### src/hdl/cba_pkg.sv
// Constants shared by the card block access logic
`default_nettype none
package cba_pkg;
    localparam int BLOCK_BYTES = 512;
    localparam int BLOCK_CNT_W = 10;
    localparam int ERASE_SMALL = 32;
    localparam int ERASE_LARGE = 64;
    localparam int NUM_BUFS = 2;
    localparam int FIFO_DEPTH = 4;
    localparam int FIFO_WIDTH = 8;
    localparam int PROG_TIME_NS = 2000;
    localparam int CLK_PERIOD_NS = 50;
    localparam int PROG_CYCLES = (PROG_TIME_NS + CLK_PERIOD_NS - 1) / CLK_PERIOD_NS;
    localparam logic [9:0] LAST_BYTE = 10'h1FF;
    localparam logic [6:0] PROG_CNT_MAX = 7'(PROG_CYCLES - 1);
    typedef enum logic [1:0] {
        CBA_IDLE = 2'b00,
        CBA_SINGLE = 2'b01,
        CBA_MULTI = 2'b10
    } cba_mode_t;
endpackage
`default_nettype wire

### src/hdl/cba_fifo.sv
// Small valid/ready FIFO for write data
`default_nettype none
module cba_fifo #(
    parameter int WIDTH = 8,
    parameter int DEPTH = 4
) (
    input wire logic mclk,
    input wire logic resetn,
    input wire logic in_valid,
    output logic in_ready,
    input wire logic [WIDTH-1:0] in_data,
    output logic out_valid,
    input wire logic out_ready,
    output logic [WIDTH-1:0] out_data
);
    localparam int AW = $clog2(DEPTH);
    logic [WIDTH-1:0] mem [DEPTH];
    logic [AW-1:0] wr_reg;
    logic [AW-1:0] rd_reg;
    logic [AW:0] cnt_reg;
    wire push = in_valid && in_ready;
    wire pop = out_valid && out_ready;
    assign in_ready = (cnt_reg != (AW+1)'(DEPTH));
    assign out_valid = (cnt_reg != '0);
    assign out_data = mem[rd_reg];
    always_ff @(posedge mclk) begin
        if (push) begin
            mem[wr_reg] <= in_data;
        end
    end
    always_ff @(posedge mclk or negedge resetn) begin
        if (!resetn) begin
            wr_reg <= '0;
            rd_reg <= '0;
            cnt_reg <= '0;
        end else begin
            if (push) wr_reg <= AW'(wr_reg + 1'b1);
            if (pop) rd_reg <= AW'(rd_reg + 1'b1);
            cnt_reg <= (AW+1)'(cnt_reg + push - pop);
        end
    end
endmodule
`default_nettype wire

### src/hdl/cba_card.sv
// Card-side write data path: block buffers, programming and DAT busy
// What this block does
// - Single mode one block, multi until stop
// - Multi write fills free buffers during programming
// - Multi write busy only when buffers full
// - Single write: DAT low until programmed
// - 512-byte blocks; rewrite touches erase unit
`default_nettype none
module cba_card (
    input wire logic mclk,
    input wire logic resetn,
    input wire logic link_clk,
    input wire logic start_single,
    input wire logic start_multi,
    input wire logic stop_cmd,
    input wire logic large_card,
    input wire logic dat_in,
    output logic dat_out,
    output logic dat_oe_n,
    output logic busy,
    output logic [1:0] mode,
    output logic block_done,
    output logic [6:0] erase_blocks,
    output logic [7:0] prog_byte
);
    // ------------------------------------------------------------
    // Link sampling
    // ------------------------------------------------------------
    logic clk_s1_reg, clk_s2_reg, clk_s3_reg;
    logic dat_s1_reg, dat_s2_reg;
    always_ff @(posedge mclk or negedge resetn) begin
        if (!resetn) begin
            clk_s1_reg <= 1'b0;
            clk_s2_reg <= 1'b0;
            clk_s3_reg <= 1'b0;
            dat_s1_reg <= 1'b1;
            dat_s2_reg <= 1'b1;
        end else begin
            clk_s1_reg <= link_clk;
            clk_s2_reg <= clk_s1_reg;
            clk_s3_reg <= clk_s2_reg;
            dat_s1_reg <= dat_in;
            dat_s2_reg <= dat_s1_reg;
        end
    end
    wire clk_rise = clk_s2_reg && !clk_s3_reg;
    // ------------------------------------------------------------
    // Mode control
    // ------------------------------------------------------------
    cba_pkg::cba_mode_t mode_reg, mode_next;
    logic [cba_pkg::BLOCK_CNT_W-1:0] byte_reg;
    logic [cba_pkg::NUM_BUFS-1:0] full_reg;
    logic [6:0] prog_cnt_reg;
    logic prog_reg;
    logic [7:0] shift_reg;
    logic [2:0] bit_reg;
    logic busy_reg;
    logic done_reg;
    logic [7:0] prog_byte_reg;
    wire fifo_in_ready, fifo_out_valid;
    wire [7:0] fifo_out_data;
    wire all_full = &full_reg;
    wire any_full = |full_reg;
    wire buf_free = !all_full;
    wire block_end = (byte_reg == cba_pkg::LAST_BYTE);
    wire bit_take = clk_rise && !busy_reg && (mode_reg != cba_pkg::CBA_IDLE)
        && buf_free && fifo_in_ready;
    wire byte_ready = bit_take && (bit_reg == 3'd7);
    // Bytes leave the FIFO whenever a block buffer can take them
    wire pop = fifo_out_valid && buf_free;
    wire prog_start = !prog_reg && any_full;
    wire prog_end = prog_reg && (prog_cnt_reg == cba_pkg::PROG_CNT_MAX);
    wire blk_fill = pop && block_end;
    wire [cba_pkg::NUM_BUFS-1:0] fill_onehot = full_reg[0] ?
        cba_pkg::NUM_BUFS'(2) : cba_pkg::NUM_BUFS'(1);
    wire [cba_pkg::NUM_BUFS-1:0] drain_onehot = full_reg[0] ?
        cba_pkg::NUM_BUFS'(1) : cba_pkg::NUM_BUFS'(2);
    wire busy_next = (mode_reg == cba_pkg::CBA_SINGLE) ? any_full
        : all_full;
    always_comb begin
        mode_next = mode_reg;
        case (mode_reg)
            cba_pkg::CBA_IDLE: begin
                if (start_multi) mode_next = cba_pkg::CBA_MULTI;
                else if (start_single) mode_next = cba_pkg::CBA_SINGLE;
            end
            cba_pkg::CBA_SINGLE: begin
                if (prog_end) mode_next = cba_pkg::CBA_IDLE;
            end
            cba_pkg::CBA_MULTI: begin
                if (stop_cmd) mode_next = cba_pkg::CBA_IDLE;
            end
            default: mode_next = cba_pkg::CBA_IDLE;
        endcase
    end
    // ------------------------------------------------------------
    // Bit collection into bytes and block buffers
    // ------------------------------------------------------------
    logic accept_reg;
    always_ff @(posedge mclk or negedge resetn) begin
        if (!resetn) begin
            mode_reg <= cba_pkg::CBA_IDLE;
            shift_reg <= 8'h00;
            bit_reg <= 3'd0;
            accept_reg <= 1'b0;
        end else begin
            mode_reg <= mode_next;
            accept_reg <= byte_ready;
            if (bit_take) begin
                shift_reg <= {shift_reg[6:0], dat_s2_reg};
                bit_reg <= 3'(bit_reg + 3'd1);
            end
        end
    end
    // Per-buffer full flags, both may be set; a buffer fills after 512 popped bytes
    always_ff @(posedge mclk or negedge resetn) begin
        if (!resetn) begin
            full_reg <= '0;
        end else begin
            // Fill next free buffer while the other programs; set wins over drain
            full_reg <= (full_reg & ~(prog_end ? drain_onehot : '0))
                | (blk_fill ? fill_onehot : '0);
        end
    end
    // ------------------------------------------------------------
    // Programming of a full buffer
    // ------------------------------------------------------------
    always_ff @(posedge mclk or negedge resetn) begin
        if (!resetn) begin
            prog_reg <= 1'b0;
            prog_cnt_reg <= '0;
            byte_reg <= '0;
            done_reg <= 1'b0;
            prog_byte_reg <= 8'h00;
        end else begin
            done_reg <= prog_end;
            if (pop) begin
                prog_byte_reg <= fifo_out_data;
                byte_reg <= block_end ? '0 : 10'(byte_reg + 10'd1);
            end
            if (prog_start) begin
                prog_reg <= 1'b1;
                prog_cnt_reg <= '0;
            end else if (prog_end) begin
                prog_reg <= 1'b0;
            end else if (prog_reg) begin
                prog_cnt_reg <= 7'(prog_cnt_reg + 7'd1);
            end
        end
    end
    // ------------------------------------------------------------
    // Busy on DAT and status
    // ------------------------------------------------------------
    logic [6:0] erase_reg;
    logic dat_oe_n_reg;
    always_ff @(posedge mclk or negedge resetn) begin
        if (!resetn) begin
            busy_reg <= 1'b0;
            dat_oe_n_reg <= 1'b1;
            erase_reg <= 7'd32;
        end else begin
            busy_reg <= busy_next && (mode_reg != cba_pkg::CBA_IDLE);
            dat_oe_n_reg <= !(busy_next && (mode_reg != cba_pkg::CBA_IDLE));
            erase_reg <= large_card ? 7'(cba_pkg::ERASE_LARGE)
                : 7'(cba_pkg::ERASE_SMALL);
        end
    end
    assign dat_out = 1'b0;
    assign dat_oe_n = dat_oe_n_reg;
    assign busy = busy_reg;
    assign mode = mode_reg;
    assign block_done = done_reg;
    assign erase_blocks = erase_reg;
    assign prog_byte = prog_byte_reg;
    cba_fifo #(.WIDTH(cba_pkg::FIFO_WIDTH), .DEPTH(cba_pkg::FIFO_DEPTH)) u_fifo (
        .mclk(mclk),
        .resetn(resetn),
        .in_valid(accept_reg),
        .in_ready(fifo_in_ready),
        .in_data(shift_reg),
        .out_valid(fifo_out_valid),
        .out_ready(pop),
        .out_data(fifo_out_data)
    );
endmodule
`default_nettype wire

### config.mk
export PLATFORM = sky130hd
export DESIGN_NAME = cba_card
export DESIGN_NICKNAME = d
export VERILOG_FILES = /design/src/hdl/cba_pkg.sv /design/src/hdl/cba_fifo.sv /design/src/hdl/cba_card.sv
export SDC_FILE = /design/constraint.sdc
export NUM_CORES = 1
export LEC_CHECK = 0
export BUFFER_PORTS_ARGS = -buffer_cell sky130_fd_sc_hd__buf_2
export CORE_AREA = 2 2 107 109
export CTS_BUF_LIST = sky130_fd_sc_hd__clkbuf_4
export CTS_CLUSTER_SIZE = 20
export DETAILED_ROUTE_END_ITERATION = 12
export DIE_AREA = 0 0 109 111
export GPL_TIMING_DRIVEN = 0
export SLEW_MARGIN = 25
export SYNTH_ARGS = -nofsm -noshare
export SYNTH_HDL_FRONTEND = slang
export SYNTH_SLANG_ARGS = --single-unit
export TNS_END_PERCENT = 50
### constraint.sdc
create_clock -name mclk -period 4.2 [get_ports mclk]
set_input_delay 0.84 -clock mclk [delete_from_list [all_inputs] [get_ports mclk]]
set_output_delay 0.84 -clock mclk [all_outputs]
set_load 0.005 [all_outputs]
* Word level (Yosys, flattened, before mapping)
Memory sizes are Yosys's and may differ from the RTL's. A register that Yosys moved wholly into a read port is not among the register bits. Cells that the tools add are included.
Cells by class: $add $sub $neg 7, $mul 0, divide/modulo/power cells 0, magnitude comparators 0, equal/unequal tests 10, shift-type cells 0, mux-type cells 19, bitwise operators 3, reduce and logical (&&, ||, !) cells 28
Operators by type and width (count):
- 7-bit 2-to-1 mux | 4
- 2-bit 2-to-1 mux | 8
- 1-bit logical AND | 13
- 10-bit by 1-bit adder with 10-bit output, second input constant | 1
- 10-bit by 9-bit == test with 1-bit output, second input constant | 1
- 10-bit 2-to-1 mux | 1
- 7-bit by 1-bit adder with 7-bit output, second input constant | 1
- 7-bit by 6-bit == test with 1-bit output, second input constant | 1
- 1-bit logical NOT | 6
- 2-bit inequality test, second input constant | 3
- 3-bit inequality test, second input constant | 2
- 2-bit case mux with 3 select lines | 1
- 2-bit nonzero test | 3
- 1-bit 2-to-1 mux | 5
- 2-bit by 1-bit adder with 2-bit output, second input constant | 2
- 2-bit AND reduction | 2
- 3-bit by 1-bit adder with 3-bit output | 1
- 3-bit by 1-bit adder with 3-bit output, second input constant | 1
- 3-bit == test, second input constant | 1
- 3-bit AND reduction | 1
- 3-bit nonzero test | 1
- 3-bit by 1-bit subtractor with 3-bit output | 1
- 2-bit bitwise AND | 1
- 2-bit by 1-bit == test with 1-bit output, second input constant | 1
- other kinds (5) | 5
Word-level totals: register bits 56, bits in latches 0, RAM bits 32, memory bits (read-only) 0, bits of input ports 8, output and inout port bits 21, memories kept 1
Memories:
- u_fifo.mem | words 4, width 8, rd ports 1, clocked after memory_dff 1, write ports 1, RTL line cba_fifo.sv:17 | logic [WIDTH-1:0] mem [DEPTH];

* Longest topological paths before layout
word-level depth 7, depth in mapped cells 12

* Cells and area by module
A second synthesis with hierarchy kept.
Second synthesis, totals: cell total of the unflattened synthesis 272, area total of the unflattened synthesis 3806.2 sq um
By module, submodules not included:
- cba_card | times used 1, cells an instance 189, area each 2177.1 sq um, sequential area each 1306.3 sq um
- cba_fifo | times used 1, cells an instance 83, area each 1629.1 sq um, sequential area each 1136.1 sq um

* Least setup slack after synthesis
No wires, ideal clock.
path kind register to register, start point register u_fifo.cnt_reg[1], end point register u_fifo.cnt_reg[2], data arrival time 2.345 ns, required time 4.075 ns, slack 1.730 ns, cell stages (with the launch flop) 13, buffers on the path 2, cells stage by stage dfrtp_1 nor3_1 or2_1 buf_4 inv_2 buf_2 ha_1 inv_1 ha_1 inv_1 fa_1 xnor2_1 xnor2_1
Between the ends: cells in the longest elaborated chain, start to end 4, elaborated cells between the ends (all ways) 7, those cells by class add/sub: 2; eq/ne: 1; reduce/logical: 4
Ends and longest elaborated chain:
- from (decl) | RTL line cba_fifo.sv:20 | logic [AW:0] cnt_reg;
- from (signal assigned) | RTL line cba_fifo.sv:39 | cnt_reg <= (AW+1)'(cnt_reg + push - pop);
- 3-bit nonzero test | RTL line cba_fifo.sv:24 | assign out_valid = (cnt_reg != '0);
- 1-bit logical AND | RTL line cba_card.sv:70 | wire pop = fifo_out_valid && buf_free;
- net pop | RTL line cba_card.sv:70
- 1-bit logical AND | RTL line cba_fifo.sv:22 | wire pop = out_valid && out_ready;
- 3-bit by 1-bit subtractor with 3-bit output | RTL line cba_fifo.sv:39
The timed path passes the listed nets, and every way through them passes these cells. A chain may end at the register's enable or synchronous reset.

* Final worst setup path
Same ends and word-level chain as after synthesis.

==> metrics.csv <==
stage,metric,value,unit
setup_path,crit_path_max_fanout,10,
sta,fmax,0.363,GHz
sta,setup_violations,0,
yosys,synth_cell_types,43,
clocking,ctsRootBufferMaster,clkbuf_4,
setup_path,crit_family,adder cells,
die,die_h,111,um
die,initial_utilization,33.5,%
yosys,syn_area_per_cell,13.8,um^2
yosys,synth_top_area_share,37.0,%
setup_path,ff2ff_path_depth,12,
setup_path,max_stage_delay,0.46,ns
drt,wl,5.75,mm
power,power.density,560,nW/um^2
yosys,seq_area_frac_synth,65.7,%
yosys,netlist_top_cells_area,"dfrtp_1 (37%), edfxtp_1 (26%), mux4_2 (4.9%)",
drt,drc,0,
clocking,post-cts-setup-buffers,0,
clocking,clockBufferDepth,2,
yosys,synth_cells,269,
final_layout,finalNetCount,327,
setup_path,rrSetupSlack,1.44,ns
sta,hold_viol,0,
sta,finalCriticalPeriod,2.76,ns
sta,slew_headroom,64.5,%
die,die-area,12100,um^2
setup_path,r2r-start,u_fifo.cnt_reg[1]$_DFF_PN0_,
clocking,ctsHoldBuffers,0,
final_layout,largest_reg_flops,32,
sta,finalSetupTns,0,ns
power,finalPower,2.34,mW
final_layout,regArea,2440,um^2
grt,grt_max_degree,47,
yosys,synth_warnings,0,
status,status,completed,
clocking,h-tree-depth,3,
clocking,cts.sinks,91,
final_layout,multi_input_area,1160,um^2
min_path,holdCritPathClass,in2async,
die,pin_count,29,
sta,worst_pin_slew,0.519,ns
grt,grt_pass1_vias,2112,
final_layout,n_fill_cell,1072,
placement,io_buffers,22,
die,core_region_area,11100,um^2
final_layout,area_delta_synth_final,12.4,%
drt,wl_per_cell,12.6,um
setup_path,criticalPathCategory,reg2reg,
clocking,clk_pin_slew,0.14,ns
setup_path,crit_path_start_kind,flip-flop,
yosys,yosysTopAreaCell,dfrtp_1,
grt,antenna_found_initial,1,
clocking,post_cts_resized,0,
setup_path,regToRegEndpoint,u_fifo.cnt_reg[2]$_DFF_PN0_,
power,power.leakage,1.78,nW
power,ir_drop,0.210,mV
placement,place_congestion,0.743,
die,die_w,109,um
setup_path,arrival,3.14,ns
placement,hpwlAfterDp,3.96,mm
drt,via_per_inst,4.54,
sta,fin_skew,0.0106,ns
clocking,cts_tree,yes,
setup_path,critPathCaptureType,flip-flop,
clocking,numCtsBuffers,9,
grt,gr-total-overflow,0,
drt,drt_iter0_markers,71,
sta,slew_viol_final,0,
sta,rsz0062_at_grt,false,
final_layout,drive_above_1_share,25.6,%
setup_path,critPathRequiredTime,4.58,ns
grt,grt_pass1_wl,10.0,mm
grt,grt_usage,11.0,%
sta,finalCritPeriodShare,65.7,%
setup_path,path_cells,nor3_1 -> or2_1 -> buf_4 -> inv_2 -> buf_2 -> ha_1 -> inv_1 -> ha_1 -> inv_1 -> fa_1 -> xnor2_1 -> xnor2_1,
setup_path,path_buf_inv,5,
drt,vias,2077,
clocking,worstSkewPairLatency,0.45,ns
setup_path,crit_slowest_cell,dfrtp_1,
drt,final_antenna_net_count,0,
drt,drtPass1Iterations,4,
yosys,netlist_area,3710,um^2
job,maxCapViolations,0,
die,row_count,39,
yosys,yosys_register_bits,91,
layout by cell type, fill, tap and decap left out, drive strengths merged, types with 6 or more instances in the layout:
master	instances
buf	35
clkbuf	9
conb	6
dfrtp	55
edfxtp	32
ha	10
inv	18
mux2	12
mux4	8
nand2	36
nand4	6
nor2	17
o21ai	6
xnor2	14
per-layer routing:
layer / vias up / routed length [um] / track usage, % / share of wire (%)
met4: 0 / 164 / 6.41 / 2.9
li1: 1011 / - / - / -
met5: - / 0 / 0 / 0
met1: 1026 / 2600 / 13.3 / 45
met3: 12 / 188 / 3.00 / 3.3
met2: 28 / 2800 / 17.4 / 49
cell families after synthesis:
group           after synthesis  share of synthesized area [%]
mux                          21                           8.76
simple gates                 85                           11.1
fa+ha+maj                    11                           3.91
xor+xnor                     16                           3.77
other cells                   1                          0.101
flops                        91                           65.7
buf+inv                      27                           3.57
compound gates               17                           3.07
worst register-to-register path: stages, from the launching register on:
cell,delay [ns]
dfrtp_1,0.46
nor3_1,0.43
or2_1,0.16
buf_4,0.16
inv_2,0.07
buf_2,0.19
ha_1,0.31
inv_1,0.06
ha_1,0.13
inv_1,0.05
fa_1,0.37
xnor2_1,0.17
xnor2_1,0.14
cell type report:
class                           instances  area share (%)
Timing Repair Buffer                   23            3.36
Clock buffer                            9            1.62
Antenna cell                            1          0.0600
Buffer                                 12            1.83
Sequential cell                        91            58.5
Tap cell                              143            4.29
Clock inverter                          7            1.23
Inverter                               15            1.35
Multi-Input combinational cell        156            27.8
through the flow:
stage	setup WS (ns)	utilization (%)	instances	area [um^2]	hold slack [ns]
final	1.44	37.7	457	4170	0.229
after global routing	1.11	37.7	457	4170	0.206
after CTS	1.41	37.7	456	4170	0.207
after detailed placement	1.47	36.6	440	4050	0.337
after global placement	1.47	36.3	439	4020	0.337
after floorplan	1.73	-	274	3730	0.331
cells in the mapped netlist:
cell type and number:
a2111oi_0 1, a211oi_1 1, a21o_1 1, a21oi_1 3
a22oi_1 2, a2bb2oi_2 1, a31o_2 1, and2_1 3
and3_1 4, buf_1 1, buf_2 4, buf_4 7
conb_1 1, dfrtp_1 55, dfstp_2 4, edfxtp_1 32
fa_1 1, ha_1 10, inv_1 14, inv_2 1
mux2_1 1, mux2_2 11, mux2i_1 1, mux4_2 8
nand2_1 36, nand3_1 5, nand3b_1 1, nand4_1 5
nand4_2 1, nor2_1 16, nor2_4 1, nor2b_1 2
nor3_1 4, nor3_2 1, nor4_1 2, o21ai_0 4
o21ai_1 2, o22ai_1 1, or2_1 1, or3_1 2
or4_4 1, xnor2_1 14, xor2_1 2
power by group:
group          switching (mW)  leakage [nW]  total (mW)  internal [mW]
Clock                   0.302        0.0593       0.427          0.125
Sequential              0.156          1.03        1.29           1.14
Combinational           0.302         0.695       0.619          0.317
Total                   0.760          1.78        2.34           1.58
how the worst max path moves through the flow:
stage,startpoint,to,slack (ns),depth (start not counted)
2_1_floorplan,u_fifo.cnt_reg[1]$_DFF_PN0_,u_fifo.cnt_reg[2]$_DFF_PN0_,1.73,12
3_3_place_gp,u_fifo.cnt_reg[1]$_DFF_PN0_,u_fifo.cnt_reg[2]$_DFF_PN0_,1.47,12
3_5_place_dp,u_fifo.cnt_reg[1]$_DFF_PN0_,u_fifo.cnt_reg[2]$_DFF_PN0_,1.47,12
4_1_cts,u_fifo.cnt_reg[1]$_DFF_PN0_,u_fifo.cnt_reg[2]$_DFF_PN0_,1.41,12
5_1_grt,u_fifo.cnt_reg[1]$_DFF_PN0_,u_fifo.cnt_reg[2]$_DFF_PN0_,1.11,12
6_report,u_fifo.cnt_reg[1]$_DFF_PN0_,u_fifo.cnt_reg[2]$_DFF_PN0_,1.44,12
Power figures use the tool's default switching activity.
